==> config.mk <==
export PLATFORM = sky130hd
export DESIGN_NAME = wake_event_enable_logic
export DESIGN_NICKNAME = d
export VERILOG_FILES = /design/src/wake_pkg.sv /design/src/wake_input_sync.sv /design/src/wake_status_bank.sv /design/src/wake_event_enable_logic.sv
export SDC_FILE = /design/constraint.sdc
export NUM_CORES = 1
export LEC_CHECK = 0
export BUFFER_PORTS_ARGS = -buffer_cell sky130_fd_sc_hd__buf_2
export CELL_PAD_IN_SITES_DETAIL_PLACEMENT = 0
export CELL_PAD_IN_SITES_GLOBAL_PLACEMENT = 1
export CORE_ASPECT_RATIO = 0.7
export CORE_MARGIN = 3
export CORE_UTILIZATION = 35
export CTS_CLUSTER_DIAMETER = 200
export CTS_CLUSTER_SIZE = 28
export DETAILED_ROUTE_END_ITERATION = 7
export GPL_TIMING_DRIVEN = 1
export PLACE_DENSITY_LB_ADDON = 0.1
export SLEW_MARGIN = 20
export SYNTH_ARGS = -nofsm -noshare
export SYNTH_HDL_FRONTEND = slang
export SYNTH_SLANG_ARGS = --single-unit
==> constraint.sdc <==
create_clock -name pclk -period 2.8 [get_ports pclk]
set_input_delay 0.56 -clock pclk [delete_from_list [all_inputs] [get_ports pclk]]
set_output_delay 0.56 -clock pclk [all_outputs]
set_load 0.01 [all_outputs]
==> src/wake_pkg.sv <==
// constants for the wake event enable block: register indices, fields, resets
// assumes byte address = index * 4 on a 32-bit apb bus with 12-bit addresses
package wake_pkg;

    localparam int GROUPS = 3;
    localparam int BYTE_W = 8;

    // register indices; byte address is four times the index
    localparam logic [7:0] IDX_RESERVED = 8'h09;
    localparam logic [2:0][7:0] IDX_STATUS = {8'h06, 8'h05, 8'h04};
    localparam logic [2:0][7:0] IDX_ENABLE = {8'h0c, 8'h0b, 8'h0a};
    localparam logic [2:0][7:0] IDX_IRQ_MASK = {8'h16, 8'h15, 8'h14};
    localparam logic [7:0] IDX_CONTROL = 8'h10;

    // bits that exist in each group; bit 0 of the peripheral group is reserved
    localparam logic [2:0][7:0] GROUP_VALID = {8'hff, 8'hff, 8'hfe};

    // peripheral group bit positions
    localparam int POS_RING_PORT2 = 1;
    localparam int POS_RING_PORT1 = 2;
    localparam int POS_KEYBOARD = 3;
    localparam int POS_MOUSE = 4;
    localparam int POS_SPECIFIC_KEY = 5;
    localparam int POS_FAN1 = 6;
    localparam int POS_FAN2 = 7;

    // second gpio group: grouped device interrupt position
    localparam int POS_GROUPED_IRQ = 3;

    // control register field
    localparam int POS_GLOBAL_EN = 0;

    // reset values
    localparam logic [7:0] ENABLE_RESET = 8'h00;
    localparam logic [7:0] STATUS_RESET = 8'h00;
    localparam logic [7:0] IRQ_MASK_RESET = 8'h00;
    localparam logic GLOBAL_EN_RESET = 1'b0;

endpackage

==> src/wake_input_sync.sv <==
// three-stage synchroniser with agreement filter and rising-edge pulse
// assumes asynchronous inputs; one pulse per filtered low-to-high change
`timescale 1ns/1ns
module wake_input_sync #(
    parameter int WIDTH = 8
) (
    input wire logic pclk,
    input wire logic presetn,
    input wire logic [WIDTH-1:0] async_in,
    output logic [WIDTH-1:0] rise_pulse
);

    typedef struct packed {
        logic [WIDTH-1:0] s1;
        logic [WIDTH-1:0] s2;
        logic [WIDTH-1:0] s3;
        logic [WIDTH-1:0] level;
        logic [WIDTH-1:0] pulse;
    } sync_t;

    sync_t state_reg;
    sync_t state_next;
    logic [WIDTH-1:0] agree;

    // shift chain; level follows only when stages two and three agree
    always_comb begin
        state_next = state_reg;
        agree = ~(state_reg.s2 ^ state_reg.s3);
        state_next.s1 = async_in;
        state_next.s2 = state_reg.s1;
        state_next.s3 = state_reg.s2;
        state_next.level = (state_reg.level & ~agree) | (state_reg.s3 & agree);
        state_next.pulse = state_next.level & ~state_reg.level;
    end

    // state registers
    always_ff @(posedge pclk or negedge presetn) begin
        if (!presetn) begin
            state_reg <= '0;
        end else begin
            state_reg <= state_next;
        end
    end

    assign rise_pulse = state_reg.pulse;

endmodule

==> src/wake_status_bank.sv <==
// eight sticky wake status bits, set by event pulses, cleared by write-one
// assumes set and clear are single-cycle pulses on pclk
`timescale 1ns/1ns
module wake_status_bank #(
    parameter logic [7:0] VALID = 8'hff
) (
    input wire logic pclk,
    input wire logic presetn,
    input wire logic [7:0] set_pulse,
    input wire logic [7:0] clear_mask,
    output logic [7:0] status
);

    typedef struct packed {
        logic [7:0] status;
    } bank_t;

    bank_t state_reg;
    bank_t state_next;

    // a set arriving with a clear wins; zeros in the clear mask keep bits
    always_comb begin
        state_next = state_reg;
        state_next.status = ((state_reg.status & ~clear_mask) | set_pulse) & VALID;
    end

    // of the resets, only the standby power-on reset clears the bits
    always_ff @(posedge pclk or negedge presetn) begin
        if (!presetn) begin
            state_reg.status <= wake_pkg::STATUS_RESET;
        end else begin
            state_reg <= state_next;
        end
    end

    assign status = state_reg.status;

endmodule

==> src/wake_event_enable_logic.sv <==
// wake event enable logic: sticky wake status, per-source enables, wake request
// assumes an apb master on pclk; presetn is the standby power-on reset only
// Operation
// - write one clears status, zero leaves it
// - reserved register reads zero, ignores writes
// - wake needs enable, status and global enable
// - disabled source still latches status, no wake
// - enables reset to zero by standby reset only
// - peripheral enable bit layout, bit0 reserved
// - first gpio enable bits map pins ascending
// - second gpio enable with grouped interrupt bit3
// - status sets on event regardless of enables
//
// Our own choice: the APB interface to the registers.
`timescale 1ns/1ns
module wake_event_enable_logic (
    input wire logic pclk,
    input wire logic presetn,
    input wire logic psel,
    input wire logic penable,
    input wire logic pwrite,
    input wire logic [11:0] paddr,
    input wire logic [31:0] pwdata,
    input wire logic [3:0] pstrb,
    output logic [31:0] prdata,
    output logic pready,
    output logic pslverr,
    input wire logic ring_indicate_port1,
    input wire logic ring_indicate_port2,
    input wire logic keyboard_wake,
    input wire logic mouse_wake,
    input wire logic specific_key_wake,
    input wire logic fan_speed_input1,
    input wire logic fan_speed_input2,
    input wire logic [7:0] gpio_a,
    input wire logic [2:0] gpio_b_low,
    input wire logic grouped_device_irq,
    input wire logic [3:0] gpio_b_high,
    output logic wake_request_out_n,
    output logic irq
);

    typedef struct packed {
        logic [2:0][7:0] enable;
        logic [2:0][7:0] irq_mask;
        logic global_wake_enable;
        logic [7:0] rdata;
        logic wake_req;
        logic irq_req;
    } state_t;

    state_t state_reg;
    state_t state_next;

    logic [2:0][7:0] src_level;
    wire logic [2:0][7:0] set_evt;
    wire logic [2:0][7:0] clear_mask;
    wire logic [2:0][7:0] status;
    logic [2:0][7:0] qualified;
    logic [7:0] idx;
    logic [7:0] wr_byte;
    logic [7:0] rd_value;
    logic addr_ok;
    logic addr_hit;
    logic wr_fire;
    logic rd_setup;
    logic qual_any;

    // address split: word index plus alignment and range check
    assign idx = paddr[9:2];
    assign addr_ok = (paddr[11:10] == 2'h0) && (paddr[1:0] == 2'h0);
    assign wr_byte = pwdata[7:0];

    // apb phases: reads captured in setup, writes taken in access
    assign rd_setup = psel && !penable && !pwrite;
    assign wr_fire = psel && penable && pwrite && pstrb[0] && addr_hit;

    // zero-wait slave; error only for an unmapped address
    assign pready = 1'b1;
    assign pslverr = psel && penable && !addr_hit;

    // read mux and address decode
    always_comb begin
        rd_value = 8'h00;
        addr_hit = 1'b0;
        if (!addr_ok) begin
            addr_hit = 1'b0;
        end else if (idx == wake_pkg::IDX_STATUS[0]) begin
            addr_hit = 1'b1;
            rd_value = status[0];
        end else if (idx == wake_pkg::IDX_STATUS[1]) begin
            addr_hit = 1'b1;
            rd_value = status[1];
        end else if (idx == wake_pkg::IDX_STATUS[2]) begin
            addr_hit = 1'b1;
            rd_value = status[2];
        end else if (idx == wake_pkg::IDX_RESERVED) begin
            addr_hit = 1'b1;
            rd_value = 8'h00;
        end else if (idx == wake_pkg::IDX_ENABLE[0]) begin
            addr_hit = 1'b1;
            rd_value = state_reg.enable[0];
        end else if (idx == wake_pkg::IDX_ENABLE[1]) begin
            addr_hit = 1'b1;
            rd_value = state_reg.enable[1];
        end else if (idx == wake_pkg::IDX_ENABLE[2]) begin
            addr_hit = 1'b1;
            rd_value = state_reg.enable[2];
        end else if (idx == wake_pkg::IDX_CONTROL) begin
            addr_hit = 1'b1;
            rd_value[wake_pkg::POS_GLOBAL_EN] = state_reg.global_wake_enable;
        end else if (idx == wake_pkg::IDX_IRQ_MASK[0]) begin
            addr_hit = 1'b1;
            rd_value = state_reg.irq_mask[0];
        end else if (idx == wake_pkg::IDX_IRQ_MASK[1]) begin
            addr_hit = 1'b1;
            rd_value = state_reg.irq_mask[1];
        end else if (idx == wake_pkg::IDX_IRQ_MASK[2]) begin
            addr_hit = 1'b1;
            rd_value = state_reg.irq_mask[2];
        end
    end

    // wake source placement inside the three groups
    always_comb begin
        src_level = '0;
        src_level[0][wake_pkg::POS_RING_PORT2] = ring_indicate_port2;
        src_level[0][wake_pkg::POS_RING_PORT1] = ring_indicate_port1;
        src_level[0][wake_pkg::POS_KEYBOARD] = keyboard_wake;
        src_level[0][wake_pkg::POS_MOUSE] = mouse_wake;
        src_level[0][wake_pkg::POS_SPECIFIC_KEY] = specific_key_wake;
        src_level[0][wake_pkg::POS_FAN1] = fan_speed_input1;
        src_level[0][wake_pkg::POS_FAN2] = fan_speed_input2;
        src_level[1] = gpio_a;
        src_level[2][2:0] = gpio_b_low;
        src_level[2][wake_pkg::POS_GROUPED_IRQ] = grouped_device_irq;
        src_level[2][7:4] = gpio_b_high;
    end

    // per group: synchronise sources, hold sticky status, decode clears
    for (genvar g = 0; g < wake_pkg::GROUPS; g++) begin : g_group
        wake_input_sync #(
            .WIDTH(wake_pkg::BYTE_W)
        ) u_sync (
            .pclk(pclk),
            .presetn(presetn),
            .async_in(src_level[g]),
            .rise_pulse(set_evt[g])
        );

        // status sets from the event alone, enables play no part
        wake_status_bank #(
            .VALID(wake_pkg::GROUP_VALID[g])
        ) u_bank (
            .pclk(pclk),
            .presetn(presetn),
            .set_pulse(set_evt[g]),
            .clear_mask(clear_mask[g]),
            .status(status[g])
        );

        assign clear_mask[g] = (wr_fire && idx == wake_pkg::IDX_STATUS[g]) ? wr_byte : 8'h00;
    end

    // qualification: enable and status per source, then global enable
    assign qualified = status & state_reg.enable;
    assign qual_any = |qualified;

    // register writes, read capture and output flops
    always_comb begin
        state_next = state_reg;
        if (rd_setup) begin
            state_next.rdata = rd_value;
        end
        if (wr_fire) begin
            if (idx == wake_pkg::IDX_ENABLE[0]) begin
                state_next.enable[0] = wr_byte & wake_pkg::GROUP_VALID[0];
            end else if (idx == wake_pkg::IDX_ENABLE[1]) begin
                state_next.enable[1] = wr_byte;
            end else if (idx == wake_pkg::IDX_ENABLE[2]) begin
                state_next.enable[2] = wr_byte;
            end else if (idx == wake_pkg::IDX_CONTROL) begin
                state_next.global_wake_enable = wr_byte[wake_pkg::POS_GLOBAL_EN];
            end else if (idx == wake_pkg::IDX_IRQ_MASK[0]) begin
                state_next.irq_mask[0] = wr_byte & wake_pkg::GROUP_VALID[0];
            end else if (idx == wake_pkg::IDX_IRQ_MASK[1]) begin
                state_next.irq_mask[1] = wr_byte;
            end else if (idx == wake_pkg::IDX_IRQ_MASK[2]) begin
                state_next.irq_mask[2] = wr_byte;
            end
        end
        state_next.wake_req = state_reg.global_wake_enable && qual_any;
        state_next.irq_req = |(status & state_reg.irq_mask);
    end

    // standby reset clears everything; other resets do not reach here
    always_ff @(posedge pclk or negedge presetn) begin
        if (!presetn) begin
            state_reg.enable <= {3{wake_pkg::ENABLE_RESET}};
            state_reg.irq_mask <= {3{wake_pkg::IRQ_MASK_RESET}};
            state_reg.global_wake_enable <= wake_pkg::GLOBAL_EN_RESET;
            state_reg.rdata <= 8'h00;
            state_reg.wake_req <= 1'b0;
            state_reg.irq_req <= 1'b0;
        end else begin
            state_reg <= state_next;
        end
    end

    // outputs from flops; the wake line is active low
    assign prdata = {24'h000000, state_reg.rdata};
    assign wake_request_out_n = !state_reg.wake_req;
    assign irq = state_reg.irq_req;
endmodule

==> impl_metrics.toml <==
[worst_setup_path]
reg2reg_depth = 4
reg2reg_from = "g_group[1].u_bank.status[3]"
worstSetupStartpointType = "input pin"
cpMostUsedCell = "buf_2"
reg2reg_slack_ns = 1.19
path_cells = "buf_2, or4_1, o311a_1, buf_2"
worst-path-buf-inv = 2
critPathLaunch = "paddr[11]"
cp_top_family = "simple AND/OR/NAND/NOR gates"
slowest_stage = "or4_1"
cp.depth = 4
slowest_delay_ns = 0.72
r2r-end = "irq"
required_ns = 2.24
crit_arrival_ns = 1.92
endpoint_kind = "output pin"
cp_max_fo = 5
worstSetupPathType = "in2out"
crit_end = "pslverr"

[layout]
diodes = 0
post-route-util_pct = 42.0
largest_reg_flops = 48
drive_gt1_share_pct = 24.0
finalInstanceArea_um2 = 9300
n_fill_cell = 2073
nets = 791
area_growth_pct = 15.7

[cts]
cts_max_path_buffers = 2
cts.sink_count = 195
cts_setup_buffers = 0
numCtsBuffers = 17
cts-root-buf = "clkbuf_16"
clkTransAtPathRegs_ns = 0.07
post_cts_resized = 0
holdBufCountCts = 0
worst_skew_pair.late_latency_ns = 0.43
cts_tree = "yes"
htreeDepth = 4

[timing]
fin_skew_ns = 0.0142
fmax_ghz = 0.404
fin_crit_ns = 2.48
fin_crit_sh_pct = 88.5
rsz0062_at_grt = "no"
worst_slew_pin_slew_ns = 0.654
setup_viol = 0
drv_slew = 0
slew_headroom_pct = 56.4
setup-tns-final_ns = 0
hold_viol_final = 0

[grt]
grt_first_pass_wirelength_um = 31800
grt_overflow_total = 0
grt_max_degree = 79
grt_usage_pct = 17.1
antenna_found_initial = 1
grt_pass1_vias = 5085

[synth]
netlist_instances = 653
seq_area_frac_synth_pct = 60.7
synth_edf_count = 0
avgSynthCellArea_um2 = 12.3
synth_seq_cells = 195
ys_types = 60
synth_ff_type = "dfrtp_1"
synthArstFlopShare_pct = 100
synthesis.area_um2 = 8030
ys_warn_count = 0

[power]
p_leak_nw = 4.25
ir_drop_uv = 397
power.density_nw_per_um2 = 643
totalPowerFinal_mw = 5.98

[floorplan]
io_pins = 112
die_x_um = 187
row_count = 45
coreArea_um2 = 22100
start_util_pct = 36.3
dieArea_um2 = 24800
die_h_um = 133

[drt]
drt_iter0_drc = 356
drt_pre_antenna_iters = 5
antenna_left = 0
vias_per_cell = 5.05
drc = 0
routed_wl_um = 20600
routedWlPerCell_um = 19.9
via_count = 5212

[placed_design]
hpwl_um = 14900
place_area_um2 = 8640
portBuffers = 59
globalplace.congestion = 0.908

[run_status]
status = "finished clean"

[hold_path]
min_path_type = "in2async"

[job]
max_cap_viol_count = 0
==> routing by layer <==
metal	vias up	global-route usage (%)	share of wire, %
met4	0	4.95	1.6
met2	128	23.1	41
met1	2658	27.3	53
met5	-	0	0
met3	23	3.58	4.1
li1	2403	-	-
==> area by class of cell <==
cell class	count	area [µm²]	share of cell area (%)
Multi-Input combinational cell	393	2760	29.7
Tap cell	305	382	4.10
Clock inverter	11	190	2.05
Clock buffer	21	470	5.06
Inverter	26	97.6	1.05
Sequential cell	195	4880	52.5
Timing Repair Buffer	82	514	5.53
==> cells in the final DEF (no fill, tap or decap), types with 9 or more instances in the layout <==
cell / count
o21ai_0: 11
a22oi_1: 17
dfrtp_1: 195
nand2b_1: 13
buf_2: 58
mux2_2: 46
buf_4: 20
conb_1: 25
nor2_1: 44
inv_1: 26
a31oi_1: 18
a32oi_1: 9
nor2b_1: 18
a21oi_1: 10
clkbuf_16: 17
maj3_1: 20
a21o_1: 14
nand2_1: 43
==> worst register-to-register path: stages (launching register included) <==
cell and delay [ns]:
dfrtp_1 0.49, a22o_1 0.26, a221oi_1 0.21, nand3_1 0.10, or3_1 0.41
==> Yosys cell counts, drive strengths merged, types with 3 or more instances <==
cell	instances	area, µm²
nand3	3	27.5
o21a	7	52.6
buf	49	330
dfrtp	195	4880
inv	26	97.6
a21oi	10	50.1
nand4	7	62.6
a211o	7	61.3
a41oi	7	68.8
nand2b	13	81.3
nor4	3	33.8
a32oi	9	78.8
nor2	46	191
clkbuf	13	48.8
nand2	43	161
nor2b	18	113
o21ai	11	55.1
o31ai	7	52.6
maj3	20	200
mux2	46	518
o22ai	7	43.8
a22oi	17	128
a21o	14	105
nand3b	9	80.1
a31oi	18	113
or4	9	71.3
and2	8	50.1
==> how the worst min path moves through the flow <==
stage                                       end  cells past startpoint
6_report       g_group[1].u_sync.state_next[25]                      1
5_1_grt        g_group[2].u_sync.state_next[26]                      1
4_1_cts        g_group[2].u_sync.state_next[26]                      1
3_5_place_dp   g_group[0].u_sync.state_next[20]                      0
3_3_place_gp   g_group[0].u_sync.state_next[22]                      0
2_1_floorplan       g_group[0].u_bank.status[1]                      0
==> power breakdown <==
part | internal, mW | switching, mW | total (mW)
registers | 2.92 | 0.0535 | 2.97
logic | 0.109 | 0.204 | 0.313
clock network | 1.59 | 1.10 | 2.69
total | 4.62 | 1.35 | 5.98
==> cells by family after synthesis <==
family          after synthesis  synth area share (%)
compound gates              128                  11.6
fa+ha+maj                    20                  2.49
buf+inv                      88                  5.93
mux                          46                  6.45
flops                       195                  60.7
other cells                   2                0.0935
simple gates                174                  12.7
==> stage by stage <==
| stage | std cells | hold slack, ns | setup slack, ns |
|---|---|---|---|
| finish | 1033 | 0.154 | 0.323 |
| floorplan | 676 | 0.264 | 0.315 |
| detailed placement | 1001 | 0.335 | 0.150 |
| global route | 1033 | 0.175 | 0.281 |
| CTS | 1033 | 0.175 | 0.316 |
| global placement | 1001 | 0.333 | 0.107 |
Power figures use the tool's default switching activity.
